$ cat config.mk
export PLATFORM = sky130hd
export DESIGN_NAME = dbu_breakpoint_unit
export DESIGN_NICKNAME = d
export VERILOG_FILES = /design/src/dbu_pkg.sv /design/src/dbu_slot_match.sv /design/src/dbu_breakpoint_unit.sv
export SDC_FILE = /design/constraint.sdc
export NUM_CORES = 1
export LEC_CHECK = 0
export BUFFER_PORTS_ARGS = -buffer_cell sky130_fd_sc_hd__buf_2
export CAP_MARGIN = 40
export CORE_ASPECT_RATIO = 1.2
export CORE_MARGIN = 1
export CORE_UTILIZATION = 40
export DETAILED_ROUTE_END_ITERATION = 12
export PLACE_DENSITY_LB_ADDON = 0.12
export SLEW_MARGIN = 25
export SYNTH_ARGS = -nofsm -noshare
export SYNTH_HDL_FRONTEND = slang
export SYNTH_SLANG_ARGS = --single-unit
$ cat constraint.sdc
create_clock -name clock -period 3.6 [get_ports clock]
set_input_delay 0.18 -clock clock [delete_from_list [all_inputs] [get_ports clock]]
set_output_delay 0.18 -clock clock [all_outputs]
set_load 0.1 [all_outputs]
$ cat src/dbu_pkg.sv
// constants, types and helpers for the debug breakpoint unit
// assumes a 32-bit classic wishbone register path and core event strobes
package dbu_pkg;

    localparam int          NUM_SLOTS     = 4;
    localparam int          ADR_W         = 8;

    // register byte offsets
    localparam logic [7:0]  OFS_BP0       = 8'h00;
    localparam logic [7:0]  OFS_BP1       = 8'h04;
    localparam logic [7:0]  OFS_BP2       = 8'h08;
    localparam logic [7:0]  OFS_BP3       = 8'h0c;
    localparam logic [7:0]  OFS_STATUS    = 8'h10;
    localparam logic [7:0]  OFS_CTRL      = 8'h14;

    // debug_control fields
    localparam int          CTL_LE        = 8;
    localparam int          CTL_GE        = 9;
    localparam int          CTL_GD        = 13;
    localparam int          CTL_SLOT_LSB  = 16;
    localparam int          CTL_SLOT_W    = 4;
    localparam logic [31:0] CTRL_RESET    = 32'h0000_0000;
    localparam logic [31:0] CTRL_WMASK    = 32'hffff_23ff;
    localparam logic [31:0] CTRL_LOCAL    = 32'h0000_0155;
    localparam logic [31:0] CTRL_GD_MASK  = 32'h0000_2000;

    // debug_status fields
    localparam int          ST_BD         = 13;
    localparam int          ST_BS         = 14;
    localparam int          ST_BT         = 15;
    localparam logic [31:0] STATUS_RESET  = 32'h0000_0000;
    localparam logic [31:0] STATUS_WMASK  = 32'h0000_e00f;
    localparam logic [31:0] ADDR_RESET    = 32'h0000_0000;

    // slot_access_type and slot_match_size encodings
    localparam logic [1:0]  TYPE_FETCH    = 2'h0;
    localparam logic [1:0]  TYPE_WRITE    = 2'h1;
    localparam logic [1:0]  TYPE_RDWR     = 2'h3;
    localparam logic [1:0]  LEN_1         = 2'h0;
    localparam logic [1:0]  LEN_2         = 2'h1;
    localparam logic [1:0]  LEN_4         = 2'h3;

    typedef enum logic {TT_IDLE, TT_ARMED} dbu_tt_state_t;

    // bytes of a dword covered by a breakpoint field
    function automatic logic [3:0] dbu_field_be(input logic [1:0] len, input logic [1:0] lo);
        logic [3:0] be;
        be = 4'h0;
        unique case (len)
            LEN_1:   be = 4'h1 << lo;
            LEN_2:   be = lo[1] ? 4'hc : 4'h3;
            LEN_4:   be = 4'hf;
            default: be = 4'h0;
        endcase
        return be;
    endfunction

    // byte-lane write merge
    function automatic logic [31:0] dbu_merge(input logic [31:0] old, input logic [31:0] wd,
                                              input logic [3:0] sel);
        logic [31:0] m;
        m = old;
        for (int b = 0; b < 4; b++) begin
            if (sel[b]) begin
                m[8*b +: 8] = wd[8*b +: 8];
            end
        end
        return m;
    endfunction

endpackage

$ cat src/dbu_slot_match.sv
// one breakpoint slot comparator: fetch and data match
// assumes a data access lies within one dword, given by byte enables
module dbu_slot_match
    import dbu_pkg::*;
(
    input  wire logic [31:0] bp_addr,
    input  wire logic [1:0]  bp_len,
    input  wire logic [1:0]  bp_type,
    input  wire logic        fetch_valid,
    input  wire logic [31:0] fetch_addr,
    input  wire logic        data_valid,
    input  wire logic [31:0] data_addr,
    input  wire logic [3:0]  data_be,
    input  wire logic        data_write,
    output logic             fetch_match,
    output logic             data_match
);
    wire logic       is_fetch_slot;
    wire logic       type_ok;
    wire logic [3:0] field_be;

    assign is_fetch_slot = (bp_type == TYPE_FETCH) && (bp_len == LEN_1); // [RULE_01]
    assign fetch_match   = fetch_valid && is_fetch_slot && (fetch_addr == bp_addr); // [RULE_02]
    assign type_ok       = (bp_type == TYPE_RDWR) || ((bp_type == TYPE_WRITE) && data_write); // [RULE_23]
    assign field_be      = dbu_field_be(bp_len, bp_addr[1:0]); // [RULE_22]
    assign data_match    = data_valid && type_ok && (data_addr[31:2] == bp_addr[31:2])
                           && ((data_be & field_be) != 4'h0); // [RULE_23]
endmodule

$ cat src/dbu_breakpoint_unit.sv
// debug breakpoint unit: four linear-address breakpoints, debug status/control
// assumes core event inputs are one-cycle strobes synchronous to clock
// Overview of operation
// [RULE_01] a slot is a fetch breakpoint only with type 00 and size 00
// [RULE_02] enabled fetch breakpoint at instruction start byte raises a fault
// [RULE_03] debug registers accessible only in real mode or privilege 0
// [RULE_04] with access guard set, any debug register access faults instead
// [RULE_05] access guard clears automatically when the handler is entered
// [RULE_06] exact-match bits stall next instruction until data transfers finish
// [RULE_07] without exact match, data breakpoints may report late or never
// [RULE_08] task switch clears the local exact-match bit
// [RULE_09] global exact-match bit survives task switches
// [RULE_10] fetch breakpoints are always reported exactly
// [RULE_11] slot enabled by global or local enable; hit invokes handler
// [RULE_12] task switch clears all local enables, keeps global enables
// [RULE_13] hardware only sets status flags, software clears them
// [RULE_14] four hit flags, one per slot, set on slot condition
// [RULE_15] fetch hits deliver a fault, data hits a trap after transfer
// [RULE_16] on any enabled hit, flag every matching slot, enabled or not
// [RULE_17] guarded access sets the guarded-access flag
// [RULE_18] single-step trap sets the single-step flag
// [RULE_19] task switch with trap bit: trap before first instruction, flag set
// [RULE_20] resume flag suppresses fetch breakpoint at the return address
// [RULE_21] all slots disabled after reset
// [RULE_22] size 00 one byte, 01 two bytes, 11 four bytes, 10 undefined
// [RULE_23] type 00 fetch, 01 writes, 11 reads or writes; overlap matches
//
// Implementation choices: the placing of the registers and register access over Wishbone.
module dbu_breakpoint_unit
    import dbu_pkg::*;
(
    input  wire logic                     clock,
    input  wire logic                     rst_n,
    input  wire logic                     wb_cyc_i,
    input  wire logic                     wb_stb_i,
    input  wire logic                     wb_we_i,
    input  wire logic [dbu_pkg::ADR_W-1:0] wb_adr_i,
    input  wire logic [31:0]              wb_dat_i,
    input  wire logic [3:0]               wb_sel_i,
    output logic [31:0]                   wb_dat_o,
    output logic                          wb_ack_o,
    input  wire logic                     fetch_valid,
    input  wire logic [31:0]              fetch_addr,
    input  wire logic                     data_valid,
    input  wire logic [31:0]              data_addr,
    input  wire logic [3:0]               data_be,
    input  wire logic                     data_write,
    input  wire logic                     data_busy,
    input  wire logic                     real_mode,
    input  wire logic [1:0]               cpl,
    input  wire logic                     dreg_access,
    input  wire logic                     trap_step_flag,
    input  wire logic                     insn_retire,
    input  wire logic                     resume_suppress_flag,
    input  wire logic                     task_switch,
    input  wire logic                     tss_trap_bit,
    input  wire logic                     handler_enter,
    output logic                          dreg_access_ok,
    output logic                          hold_next,
    output logic                          dbg_fault,
    output logic                          dbg_trap,
    output logic [31:0]                   debug_control,
    output logic [31:0]                   debug_status
);
    import dbu_pkg::*;

    logic [31:0]        bp_addr_reg [NUM_SLOTS];
    logic [31:0]        ctrl_reg;
    logic [31:0]        ctrl_next;
    logic [31:0]        status_reg;
    logic [31:0]        status_next;
    logic               ack_reg;
    logic [31:0]        rdata_reg;
    logic               fault_reg;
    logic               trap_reg;
    dbu_tt_state_t      tt_reg;
    dbu_tt_state_t      tt_next;

    wire logic [NUM_SLOTS-1:0] fetch_match;
    wire logic [NUM_SLOTS-1:0] data_match;
    wire logic [NUM_SLOTS-1:0] slot_en;
    wire logic [NUM_SLOTS-1:0] slot_hit;
    wire logic [NUM_SLOTS-1:0] fetch_live;
    wire logic          bus_req;
    wire logic          wr_fire;
    wire logic          rd_fire;
    wire logic          ctrl_wr;
    wire logic          status_wr;
    wire logic          fetch_take;
    wire logic          data_take;
    wire logic          any_take;
    wire logic          guard_fault;
    wire logic          exact_on;
    wire logic          tt_fire;
    wire logic [31:0]   ctrl_merged;
    wire logic [31:0]   ctrl_clear;
    wire logic [31:0]   status_merged;
    wire logic [31:0]   status_set;
    wire logic [31:0]   rd_mux;

    // slot comparators
    genvar i;
    generate
        for (i = 0; i < NUM_SLOTS; i++) begin : g_slot
            dbu_slot_match u_match (
                .bp_addr     (bp_addr_reg[i]),
                .bp_len      (ctrl_reg[CTL_SLOT_LSB + CTL_SLOT_W*i + 2 +: 2]),
                .bp_type     (ctrl_reg[CTL_SLOT_LSB + CTL_SLOT_W*i +: 2]),
                .fetch_valid (fetch_valid),
                .fetch_addr  (fetch_addr),
                .data_valid  (data_valid),
                .data_addr   (data_addr),
                .data_be     (data_be),
                .data_write  (data_write),
                .fetch_match (fetch_match[i]),
                .data_match  (data_match[i])
            );
            assign slot_en[i] = ctrl_reg[2*i] | ctrl_reg[2*i+1]; // [RULE_11]

            always_ff @(posedge clock or negedge rst_n) begin
                if (!rst_n) begin
                    bp_addr_reg[i] <= ADDR_RESET;
                end else if (wr_fire && wb_adr_i == OFS_BP0 + 8'(4*i)) begin
                    bp_addr_reg[i] <= dbu_merge(bp_addr_reg[i], wb_dat_i, wb_sel_i);
                end
            end
        end
    endgenerate

    // match qualification
    assign fetch_live  = fetch_match & ~{NUM_SLOTS{resume_suppress_flag}}; // [RULE_20]
    assign fetch_take  = |(fetch_live & slot_en); // [RULE_02] [RULE_10]
    assign data_take   = |(data_match & slot_en); // [RULE_11] [RULE_07]
    assign any_take    = fetch_take | data_take;
    assign slot_hit    = any_take ? (fetch_live | data_match) : '0; // [RULE_14] [RULE_16]

    // debug register access guard
    assign guard_fault    = dreg_access && ctrl_reg[CTL_GD]; // [RULE_04]
    assign dreg_access_ok = dreg_access && !ctrl_reg[CTL_GD]
                            && (real_mode || cpl == 2'h0); // [RULE_03]

    // exact data reporting
    assign exact_on  = ctrl_reg[CTL_GE] | ctrl_reg[CTL_LE];
    assign hold_next = exact_on && data_busy; // [RULE_06]

    // task-switch trap waits for the new task's first instruction
    assign tt_fire = (tt_reg == TT_ARMED) && fetch_valid; // [RULE_19]
    always_comb begin
        tt_next = tt_reg;
        unique case (tt_reg)
            TT_IDLE:  if (task_switch && tss_trap_bit) begin
                tt_next = TT_ARMED;
            end
            TT_ARMED: if (fetch_valid) begin
                tt_next = TT_IDLE;
            end
        endcase
    end

    // wishbone decode
    assign bus_req   = wb_cyc_i && wb_stb_i && !ack_reg;
    assign wr_fire   = bus_req && wb_we_i;
    assign rd_fire   = bus_req && !wb_we_i;
    assign ctrl_wr   = wr_fire && wb_adr_i == OFS_CTRL;
    assign status_wr = wr_fire && wb_adr_i == OFS_STATUS;
    assign rd_mux    = (wb_adr_i == OFS_BP0)    ? bp_addr_reg[0] :
                       (wb_adr_i == OFS_BP1)    ? bp_addr_reg[1] :
                       (wb_adr_i == OFS_BP2)    ? bp_addr_reg[2] :
                       (wb_adr_i == OFS_BP3)    ? bp_addr_reg[3] :
                       (wb_adr_i == OFS_STATUS) ? status_reg :
                       (wb_adr_i == OFS_CTRL)   ? ctrl_reg : 32'h0000_0000;

    // control register next value
    assign ctrl_merged = ctrl_wr ? (dbu_merge(ctrl_reg, wb_dat_i, wb_sel_i) & CTRL_WMASK) : ctrl_reg;
    assign ctrl_clear  = (handler_enter ? CTRL_GD_MASK : 32'h0000_0000)  // [RULE_05]
                       | (task_switch ? CTRL_LOCAL : 32'h0000_0000);     // [RULE_08] [RULE_09] [RULE_12]
    assign ctrl_next   = ctrl_merged & ~ctrl_clear;

    // status register: hardware sets win over a software write
    assign status_merged = status_wr ? (dbu_merge(status_reg, wb_dat_i, wb_sel_i) & STATUS_WMASK)
                                     : status_reg; // [RULE_13]
    assign status_set    = {16'h0000, tt_fire, trap_step_flag && insn_retire, guard_fault,
                            9'h000, slot_hit}; // [RULE_14] [RULE_17] [RULE_18] [RULE_19]
    assign status_next   = status_merged | status_set; // [RULE_13]

    always_ff @(posedge clock or negedge rst_n) begin
        if (!rst_n) begin
            ctrl_reg   <= CTRL_RESET; // [RULE_21]
            status_reg <= STATUS_RESET;
            tt_reg     <= TT_IDLE;
        end else begin
            ctrl_reg   <= ctrl_next;
            status_reg <= status_next;
            tt_reg     <= tt_next;
        end
    end

    // exception strobes
    always_ff @(posedge clock or negedge rst_n) begin
        if (!rst_n) begin
            fault_reg <= 1'b0;
            trap_reg  <= 1'b0;
        end else begin
            fault_reg <= fetch_take || guard_fault; // [RULE_15] [RULE_04]
            trap_reg  <= data_take || (trap_step_flag && insn_retire) || tt_fire; // [RULE_15]
        end
    end

    // bus answer
    always_ff @(posedge clock or negedge rst_n) begin
        if (!rst_n) begin
            ack_reg   <= 1'b0;
            rdata_reg <= 32'h0000_0000;
        end else begin
            ack_reg   <= bus_req;
            if (rd_fire) begin
                rdata_reg <= rd_mux;
            end
        end
    end

    assign wb_ack_o      = ack_reg;
    assign wb_dat_o      = rdata_reg;
    assign dbg_fault     = fault_reg;
    assign dbg_trap      = trap_reg;
    assign debug_control = ctrl_reg;
    assign debug_status  = status_reg;
endmodule

==> results.md, run 1 <==
* Pwr Density at 355 mW/mm2
* Number of flip-flops in the largest register at 128
* Startpoint Class: flip-flop
* Clock Latency Late Sink at 0.46 ns
* Post-synth top area cell: dfrtp_1
* Worst hold path type: in2reg
* Root Buffer: clkbuf_16
* Clk buf depth at 2
* Synth async-reset ratio at 100%
* DIE WIDTH at 162 um
* # port buffers at 199
* Yosys top cell area share at 40.4%
* Syn Std Cell Area at 0.0123 mm2
* Clk_skew at 0.0101 ns
* Post-synthesis mux area share at 17.2%
* Synth area leaders: dfrtp_1, mux2_2, xnor2_1, xor2_1, nand2_1
* Starting density of the core at 41.1%
* Max-slew violation count at 0
* Routed wire length at 49800 um
* Unrepaired setup endpoints after global routing: false
* Resized cells post-CTS at 0
* Final instance area at 0.0143 mm2
* Reg2reg setup slack at 0.61 ns
* Largest family of logic cells by synthesized area: multiplexers
* Relative slew margins at 32.9%
* Largest net degree at the start of global routing at 90
* Min Tclk post-route at 2.99 ns
* Clock sink total at 198
* Vias per inst at 5.77
* Synth Area in Compound Gates at 9.18%
* P_leak at 6.64 nW
* Seq/Total Area, Yosys at 40.4%
* Initial antenna violation count at 1
* Cts bufs inserted at 17
* Tot GR Track Use at 32.1%
* Dpl hpwl at 39700 um
* Final period utilization at 83.1%
* # H-tree levels at 4
* Ys Warns at 0
* Peak supply drop at 0.000265 V
* Worst Path Max Fanout at 4
* Ys flop type: dfrtp_1
* Synth Instances at 1139
* # rows at 69
* Die Span Y at 194 um
* Dpl cell area at 0.0135 mm2
* Synth Area in Adders at 0%
* Postcts setup bufs at 0
* Detailed Route Iter0 Violations at 931
* Vias in the first global route at 9699
* Clock transition at path regs at 0.08 ns
* ANT nets after route at 0
* 1st-pass router iterations at 8
* WL per Instance at 29.0 um
* TritonCTS clock tree: done
* Synth cell types at 63
* WP data arrival at 3.37 ns
* Flops & latches, synth at 198
* Synth Area in Simple Gates at 11.4%
* Diodes inserted at 0
* Setup violators final at 0
* DRC at 0
* Synthesized area per cell at 10.8 um2
* Total congestion overflow at 0
* Max Clk Rate at 334 MHz
* Routed via count at 9899
* Number of fill cells in the layout at 2916
* Final Hold Viols at 0
* GP Congestion at 0.992
* Post-synth EDFFs at 0
* I/O pins at 232
* Xor and xnor area share after synthesis at 17.1%
* Worst-Margin Slew at 0.981 ns
* Worst Setup End Kind: flip-flop
* Status: finished, final reports clean
* Critical path class: reg2reg
* Final nets at 1443
* Critical Path RT at 3.98 ns
* Core Area at 0.0299 mm2
* Max cap viols at 0
* TNS Setup at 0 ns
* First-pass GRT wire length at 70200 um
* Die area at 0.0314 mm2
* Area Growth Syn to Fin at 16.2%
* Share of cells above drive strength 1 at 33.7%
cell type report:
class,count,area [um2],share of cell area [%]
multi-input combinational,849,6850,48.1
sequential,198,4950,34.8
timing repair buffer,234,1320,9.28
tap,390,488,3.42
clock buffer,17,425,2.98
clock inverter,15,169,1.19
inverter,12,45.0,0.316
metal layers:
| metal | up-vias | global-route usage (%) | wire length (um) |
|---|---|---|---|
| met5 | - | 0 | 0 |
| met4 | 0 | 14.5 | 1990 |
| met3 | 78 | 3.10 | 2410 |
| met2 | 424 | 53.0 | 24400 |
| met1 | 5028 | 42.4 | 21000 |
| li1 | 4369 | - | - |
cell families (layout without fill, tap and decap cells):
logic type | Yosys count | count (layout)
muxes | 180 | 180
AOI/OAI and AO/OA | 159 | 159
buffers and inverters | 121 | 278
xor gates and xnor gates | 239 | 239
other | 1 | 30
and+or+nand+nor | 241 | 241
DFF | 198 | 198
metrics by stage:
| stage | std cells | setup WS [ns] | util, % | total power, mW | hold WS [ns] |
|---|---|---|---|---|---|
| finish | 1715 | 0.608 | 47.7 | 5.06 | 0.00531 |
| global route | 1715 | 0.483 | 47.7 | 5.22 | 0.0181 |
| CTS | 1715 | 0.666 | 47.7 | 5.10 | 0.0000948 |
| detailed placement | 1666 | 0.699 | 45.2 | 3.09 | 0.308 |
| global placement | 1666 | 0.705 | 45.1 | 3.09 | 0.303 |
| floorplan | 1168 | 0.318 | - | 2.80 | -0.116 |
worst max-delay path, cell delays in order, from the launching register on:
cell and delay, ns:
dfrtp_1 0.45, xor2_1 0.21, nor4_1 0.56, nand4_1 0.29
a2111oi_0 0.67, buf_4 0.23, a32o_1 0.21, nor3_1 0.11
o21ai_1 0.17
cell usage after synthesis, drive strengths merged (2+ instances only):
cell type and instances:
o31ai 5, or4 3, or2 2, dfrtp 198
nand4 42, buf 45, nor4 30, nor2b 7
clkbuf 64, mux2i 10, nor3b 3, nand2b 4
mux2 162, a222oi 22, a22oi 5, or3 8
a32oi 2, nand3 18, a2111oi 4, o211ai 4
a21oi 19, o22ai 8, o21a 2, nand2 75
inv 12, a221oi 2, a22o 22, o221ai 2
and2 4, xor2 78, nor3 12, xnor2 161
o2111ai 3, mux4 8, o21ai 49, nor2 29
repair_timing:
item	in CTS	in global routing
hold buffers	17	0
hold endpoints to repair	109	0
setup endpoints to repair	0	0
power by group:
group          leakage (nW)  switching [mW]  internal (mW)
Combinational          3.64           0.583          0.207
Clock                 0.287           0.959           1.04
Sequential             2.71          0.0274           2.24
Total                  6.64            1.57           3.49
layout by cell type, fill, tap and decap left out, types with 8 or more instances in the layout:
cell             n
a21oi_1         19
a222oi_1        22
a22o_1          22
buf_2          198
buf_4           17
clkbuf_16       17
conb_1          30
dfrtp_1        198
dlygate4sd3_1   17
inv_1           12
mux2_2         161
mux2i_1         10
mux4_2           8
nand2_1         74
nand3_1         10
nand4_1         42
nor2_1          17
nor3_1          10
nor4_1          30
o21ai_0         45
o22ai_1          8
xnor2_1        161
xor2_1          78
final timing paths:
kind | startpoint | end | depth (start not counted)
worst max-delay path | bp_addr_reg[99] | debug_status[1] | 8
worst min-delay path | wb_dat_i[28] | bp_addr_reg[60] | 3
worst max register to register | bp_addr_reg[99] | debug_status[1] | 8
worst min register to register | wb_dat_o[7] | wb_dat_o[7] | 2
max in group asynchronous | rst_n | debug_control[16] | 3
min in group asynchronous | rst_n | wb_dat_o[15] | 2
Note: power is estimated with default switching activity, not from simulation.
==> inputs of run 2 (changes only) <==
ABC_AREA = 1   (was not set)
clock period = 2.4 ns   (was 3.6 ns; I/O delays follow)
==> run 2 against run 1 <==
Effect of this change: final area increased by 10%; global-route usage increased by 0.88 points; via count increased by 43%; power increased by 52%; wire length increased by 9.2%; fmax increased by 32%; first-iteration DRC count increased by 45%; combinational power increased by 49%; setup slack got worse by 0.48 ns; critical endpoint is now debug_control[8]; largest cell class unchanged.
==> results.md, run 2 <==
* Status: finished, final reports clean
* # rows at 72
* TritonCTS clock tree: done
* Synth area leaders: dfrtp_1, nand2_1, o21ai_0, inv_1, nor2_1
* # H-tree levels at 4
* Routed via count at 14205
* Clk buf depth at 2
* Switching share of power at 30.6%
* P_int at 5.35 mW
* Tot Pwr at 7.70 mW
* Unrepaired setup endpoints after global routing: false
* Post-Route Hold Slack at 0.0158 ns
* Worst hold path type: in2reg
* Postcts setup bufs at 0
* Worst Setup End Kind: flip-flop
* Synth cell types at 36
* Worst Path Buf+Inv at 1
* ANT nets after route at 0
* Top cells by count, synth: nand2_1, inv_1, o21ai_0, dfrtp_1, nor2_1
* Synth Instances at 2064
* Ys flop type: dfrtp_1
* Syn Std Cell Area at 0.0132 mm2
* Routed wire length at 54400 um
* Final nets at 2438
* Clk_skew at 0.0131 ns
* Worst-Margin Slew at 0.576 ns
* Post-synth top area cell: dfrtp_1
* Max-slew violation count at 0
* Area Growth Syn to Fin at 18.8%
* Vias per inst at 5.20
* Relative slew margins at 61.6%
* Cts bufs inserted at 17
* Setup violators final at 0
* I/O pins at 232
* Pwr Density at 491 mW/mm2
* Clock power share at 40.6%
* TNS Setup at 0 ns
* Critical-path cell list: nor3_1 > nand2_1 > nor2_4 > nand2_1 > a211oi_1 > dlygate4sd3_1
* DRC at 0
* # port buffers at 199
* Core Area at 0.0323 mm2
* WL per Instance at 19.9 um
* Switching pwr at 2.36 mW
* Cells after DPL at 2665
* Tot GR Track Use at 33.0%
* Clock Latency Late Sink at 0.47 ns
* Post-synth EDFFs at 0
* P_leak at 7.96 nW
* Max cap viols at 0
* Share of cells above drive strength 1 at 12.7%
* Largest net degree at the start of global routing at 63
* 1st-pass router iterations at 7
* Max Clk Rate at 441 MHz
* Worst path most repeated cell: nand2_1
* Critical path class: reg2reg
* Final period utilization at 94.6%
* First-pass GRT wire length at 82300 um
* Min Tclk post-route at 2.27 ns
* Detailed Route Iter0 Violations at 1348
* Most frequent cells in the layout: nand2_1, inv_1, o21ai_0
* Clock transition at path regs at 0.08 ns
* Top delay family on crit path: simple AND/OR/NAND/NOR gates
* Total congestion overflow at 0
* Critical Path RT at 2.80 ns
* Count leader, synth: nand2_1
* Die Span Y at 201 um
* Final Non-Filler Cells at 2730
* Delay of the slowest critical-path stage at 0.57 ns
* GP Congestion at 0.959
* Final Hold Viols at 0
* Ys Warns at 0
* Startpoint Class: flip-flop
* Worst Path Max Fanout at 6
* Synthesized area per cell at 6.40 um2
* DIE WIDTH at 168 um
* Gate power share at 15.3%
* CP max-delay cell: dlygate4sd3_1
* Number of flip-flops in the largest register at 128
* Seq/Total Area, Yosys at 37.5%
* Flops & latches, synth at 198
* Dpl hpwl at 42200 um
* Synth async-reset ratio at 100%
* Root Buffer: clkbuf_16
* Starting density of the core at 40.8%
* Part of the power in registers at 44.1%
* Most common cell after layout, fill and taps aside: nand2_1
* Yosys top cell area share at 37.5%
* Die area at 0.0337 mm2
* Vias in the first global route at 13776
* Peak supply drop at 0.000418 V
* Clock sink total at 198
* Initial antenna violation count at 3
* WP data arrival at 2.67 ns
-- run 2: cell count changes after synthesis, moves of 29 or more --
cell	delta
nand2_1	+774
inv_1	+260
o21ai_0	+204
mux2_2	-161
clkbuf_1	-40
xnor2_1	-143
xor2_1	-63
nor2_1	+161
nand3_1	+41
nor4_1	-29
-- run 2: cell type report --
cell class	instances	area, um2
sequential	198	4950
antenna	3	7.51
tap	407	509
multi-input combinational	1546	6910
inverter	275	1030
fill	3449	16700
timing repair buffer	269	1660
clock inverter	12	169
clock buffer	20	447
-- run 2: power groups by stage --
stage	Sequential [mW]	Combinational, mW	Clock (mW)
2_1_floorplan	3.53	0.635	0
3_3_place_gp	3.46	1.14	0
3_5_place_dp	3.46	1.14	0
4_1_cts	3.40	1.18	3.17
5_1_grt	3.40	1.28	3.28
6_report	3.40	1.18	3.12
-- run 2: stage by stage --
step / utilization (%) / instance area [um2] / worst slack [ns]
3_5_place_dp: 45.6 / 14800 / 0.322
3_3_place_gp: 45.6 / 14800 / 0.413
4_1_cts: 48.5 / 15700 / 0.0277
6_report: 48.5 / 15700 / 0.130
2_1_floorplan: - / 13300 / 0.113
5_1_grt: 48.5 / 15700 / 0.0103
-- run 2: path summary, 6_finish.rpt --
path                            cells after the start    startpoint                to  slack [ns]
worst min register to register                      2   wb_dat_o[4]       wb_dat_o[4]        0.47
worst max register to register                      6      wb_ack_o  debug_control[8]        0.13
worst max-delay path                                6      wb_ack_o  debug_control[8]        0.13
min in group asynchronous                           2         rst_n  bp_addr_reg[119]        0.21
max in group asynchronous                           3         rst_n   bp_addr_reg[95]        1.41
worst min-delay path                                3  wb_dat_i[27]   bp_addr_reg[91]        0.02
-- run 2: worst reg2reg max path, delay by kind of cell (launching register included) --
kind                   cells  cell delay [ns]
buffers and inverters      1             0.57
AO/OA/AOI/OAI              1             0.25
AND/OR/NAND/NOR            4             0.98
flip-flops                 1             0.41
-- run 2: repair_timing --
action,4_1_cts,5_1_grt
endpoints found under the setup margin,0,4
hold buffers,30,0
gates resized for setup,0,2
hold endpoints to repair,128,0
-- run 2: metal layers --
metal / vias up / wire, um / track usage, %
li1: 6926 / - / -
met1: 6579 / 22200 / 40.9
met2: 584 / 26700 / 57.2
met3: 116 / 3470 / 4.63
met4: 0 / 2040 / 13.5
met5: - / 0 / 0
-- run 2: cells by family after synthesis --
kind of cell | after synthesis | share of synthesized area (%)
buffers and inverters | 349 | 11.1
flip-flops | 198 | 37.5
AND/OR/NAND/NOR | 1126 | 34.5
other | 1 | 0.0284
AO/OA/AOI/OAI | 357 | 14.7
XOR/XNOR | 33 | 2.19
==> inputs of run 3 (changes only) <==
CTS_BUF_LIST = sky130_fd_sc_hd__clkbuf_8   (was not set)
==> run 3 against run 2 <==
Effect of this change: fmax decreased by 0.21%; clock-buffer cell count shrank 2; combinational power about the same; die area did not move; critical endpoint is now debug_control[2].
==> results.md, run 3 (same netlist as run 2, synthesis figures left out) <==
* Relative slew margins at 61.2%
* Core Area at 0.0323 mm2
* Clk buf depth at 2
* Share of cells above drive strength 1 at 12.6%
* Detailed Route Iter0 Violations at 1306
* Vias per inst at 5.19
* Initial antenna violation count at 3
* Cts bufs inserted at 17
* Final Hold Viols at 0
* Top delay family on crit path: simple AND/OR/NAND/NOR gates
* WP data arrival at 2.70 ns
* Multi-input logic area at 0.00691 mm2
* Worst hold path type: in2reg
* Largest net degree at the start of global routing at 63
* Number of fill cells in the layout at 3470
* Area Growth Syn to Fin at 18.6%
* Worst Path Buf+Inv at 1
* Peak supply drop at 0.000405 V
* Total congestion overflow at 0
* Root Buffer: clkbuf_8
* Final WS setup at 0.126 ns
* Max cap viols at 0
* Dpl cell area at 0.0148 mm2
* Worst Setup End Kind: flip-flop
* Top sig layer: met4
* Final nets at 2455
* GP Congestion at 0.959
* Delay of the slowest critical-path stage at 0.57 ns
* First-pass GRT wire length at 82400 um
* Worst Path Max Fanout at 16
* TritonCTS clock tree: done
* Met3 wire length at 3500 um
* Cells after DPL at 2665
* Pre-CTS WS at 0.322 ns
* Die Span Y at 201 um
* WL per Instance at 19.8 um
* Clk_skew at 0.0173 ns
* WL met2 at 26700 um
* Final instance area at 0.0157 mm2
* CP max-delay cell: dlygate4sd3_1
* Critical path class: reg2reg
* Critical-path cell list: nor3_1 > nand2_1 > nor2_4 > nand2_2 > nor2_1 > a211oi_1 > dlygate4sd3_1
* I/O pins at 232
* Most frequent cells in the layout: nand2_1, inv_1, o21ai_0
* Starting density of the core at 40.8%
* Clock transition at path regs at 0.11 ns
* Most common cell after layout, fill and taps aside: nand2_1
* P_leak at 7.94 nW
* Number of flip-flops in the largest register at 128
* Clock Latency Late Sink at 0.54 ns
* Max Clk Rate at 440 MHz
* Critical Path RT at 2.82 ns
* Status: finished, final reports clean
* Routed via count at 14267
* Setup violators final at 0
* TNS Setup at 0 ns
* 1st-pass router iterations at 8
* # rows at 72
* Final Non-Filler Cells at 2747
* DIE WIDTH at 168 um
* Max-slew violation count at 0
* Startpoint Class: flip-flop
* Routed wire length at 54500 um
* Die area at 0.0337 mm2
* # H-tree levels at 4
* Pwr Density at 448 mW/mm2
* ANT nets after route at 0
* Worst-Margin Slew at 0.582 ns
* Dpl hpwl at 42200 um
* Post-Route M1 WL at 22100 um
* FF+latch area at 0.00495 mm2
* Vias in the first global route at 13808
* DRC at 0
* Unrepaired setup endpoints after global routing: false
* Clock sink total at 198
* Tot GR Track Use at 33.1%
* # port buffers at 199
* Min Tclk post-route at 2.27 ns
* Final period utilization at 94.8%
run 3: where the power goes:
| group | leakage, nW | switching (mW) | internal, mW |
|---|---|---|---|
| Clock | 0.208 | 1.34 | 1.07 |
| Combinational | 5.01 | 0.893 | 0.321 |
| Sequential | 2.73 | 0.0336 | 3.36 |
run 3: worst register-to-register path, cell delays in order, from the launching register on:
cell	delay [ns]
dfrtp_1	0.42
nor3_1	0.24
nand2_1	0.24
nor2_4	0.27
nand2_2	0.23
nor2_1	0.15
a211oi_1	0.05
dlygate4sd3_1	0.57
run 3: routing by layer:
metal	GRT usage, %	vias up
met5	0	-
met4	14.3	0
met3	4.85	114
met2	57.2	597
met1	40.8	6602
li1	-	6954
run 3: path summary, 6_finish.rpt:
kind	slack, ns	cells after the start	start	endpoint
setup reg to reg	0.13	7	wb_ack_o	debug_control[2]
max in group asynchronous	1.48	3	rst_n	bp_addr_reg[63]
min in group asynchronous	0.12	2	rst_n	bp_addr_reg[119]
hold reg to reg	0.48	2	wb_dat_o[4]	wb_dat_o[4]
setup / recovery	0.13	7	wb_ack_o	debug_control[2]
hold / removal	0.05	3	wb_sel_i[0]	bp_addr_reg[35]
run 3: through the flow:
step	hold slack [ns]	utilization (%)	total power [mW]
after floorplan	-0.176	-	4.17
after global placement	0.162	45.6	4.60
after detailed placement	0.166	45.6	4.60
after CTS	0.0383	48.4	7.06
after global routing	0.0659	48.4	7.29
final	0.0460	48.4	7.02
run 3: repair_timing:
| action | in CTS | in global routing |
|---|---|---|
| resized for setup | 0 | 1 |
| hold endpoints to repair | 220 | 0 |
| hold buffers | 47 | 0 |
| setup endpoints to repair | 0 | 3 |
| buffers inserted | 0 | 0 |
run 3: area by class of cell:
cell class,instances,area share (%)
clock inverter,14,1.13
sequential,198,31.6
clock buffer,18,1.58
inverter,275,6.59
timing repair buffer,286,11.7
antenna,3,0.0479
tap,407,3.25
multi-input combinational,1546,44.1
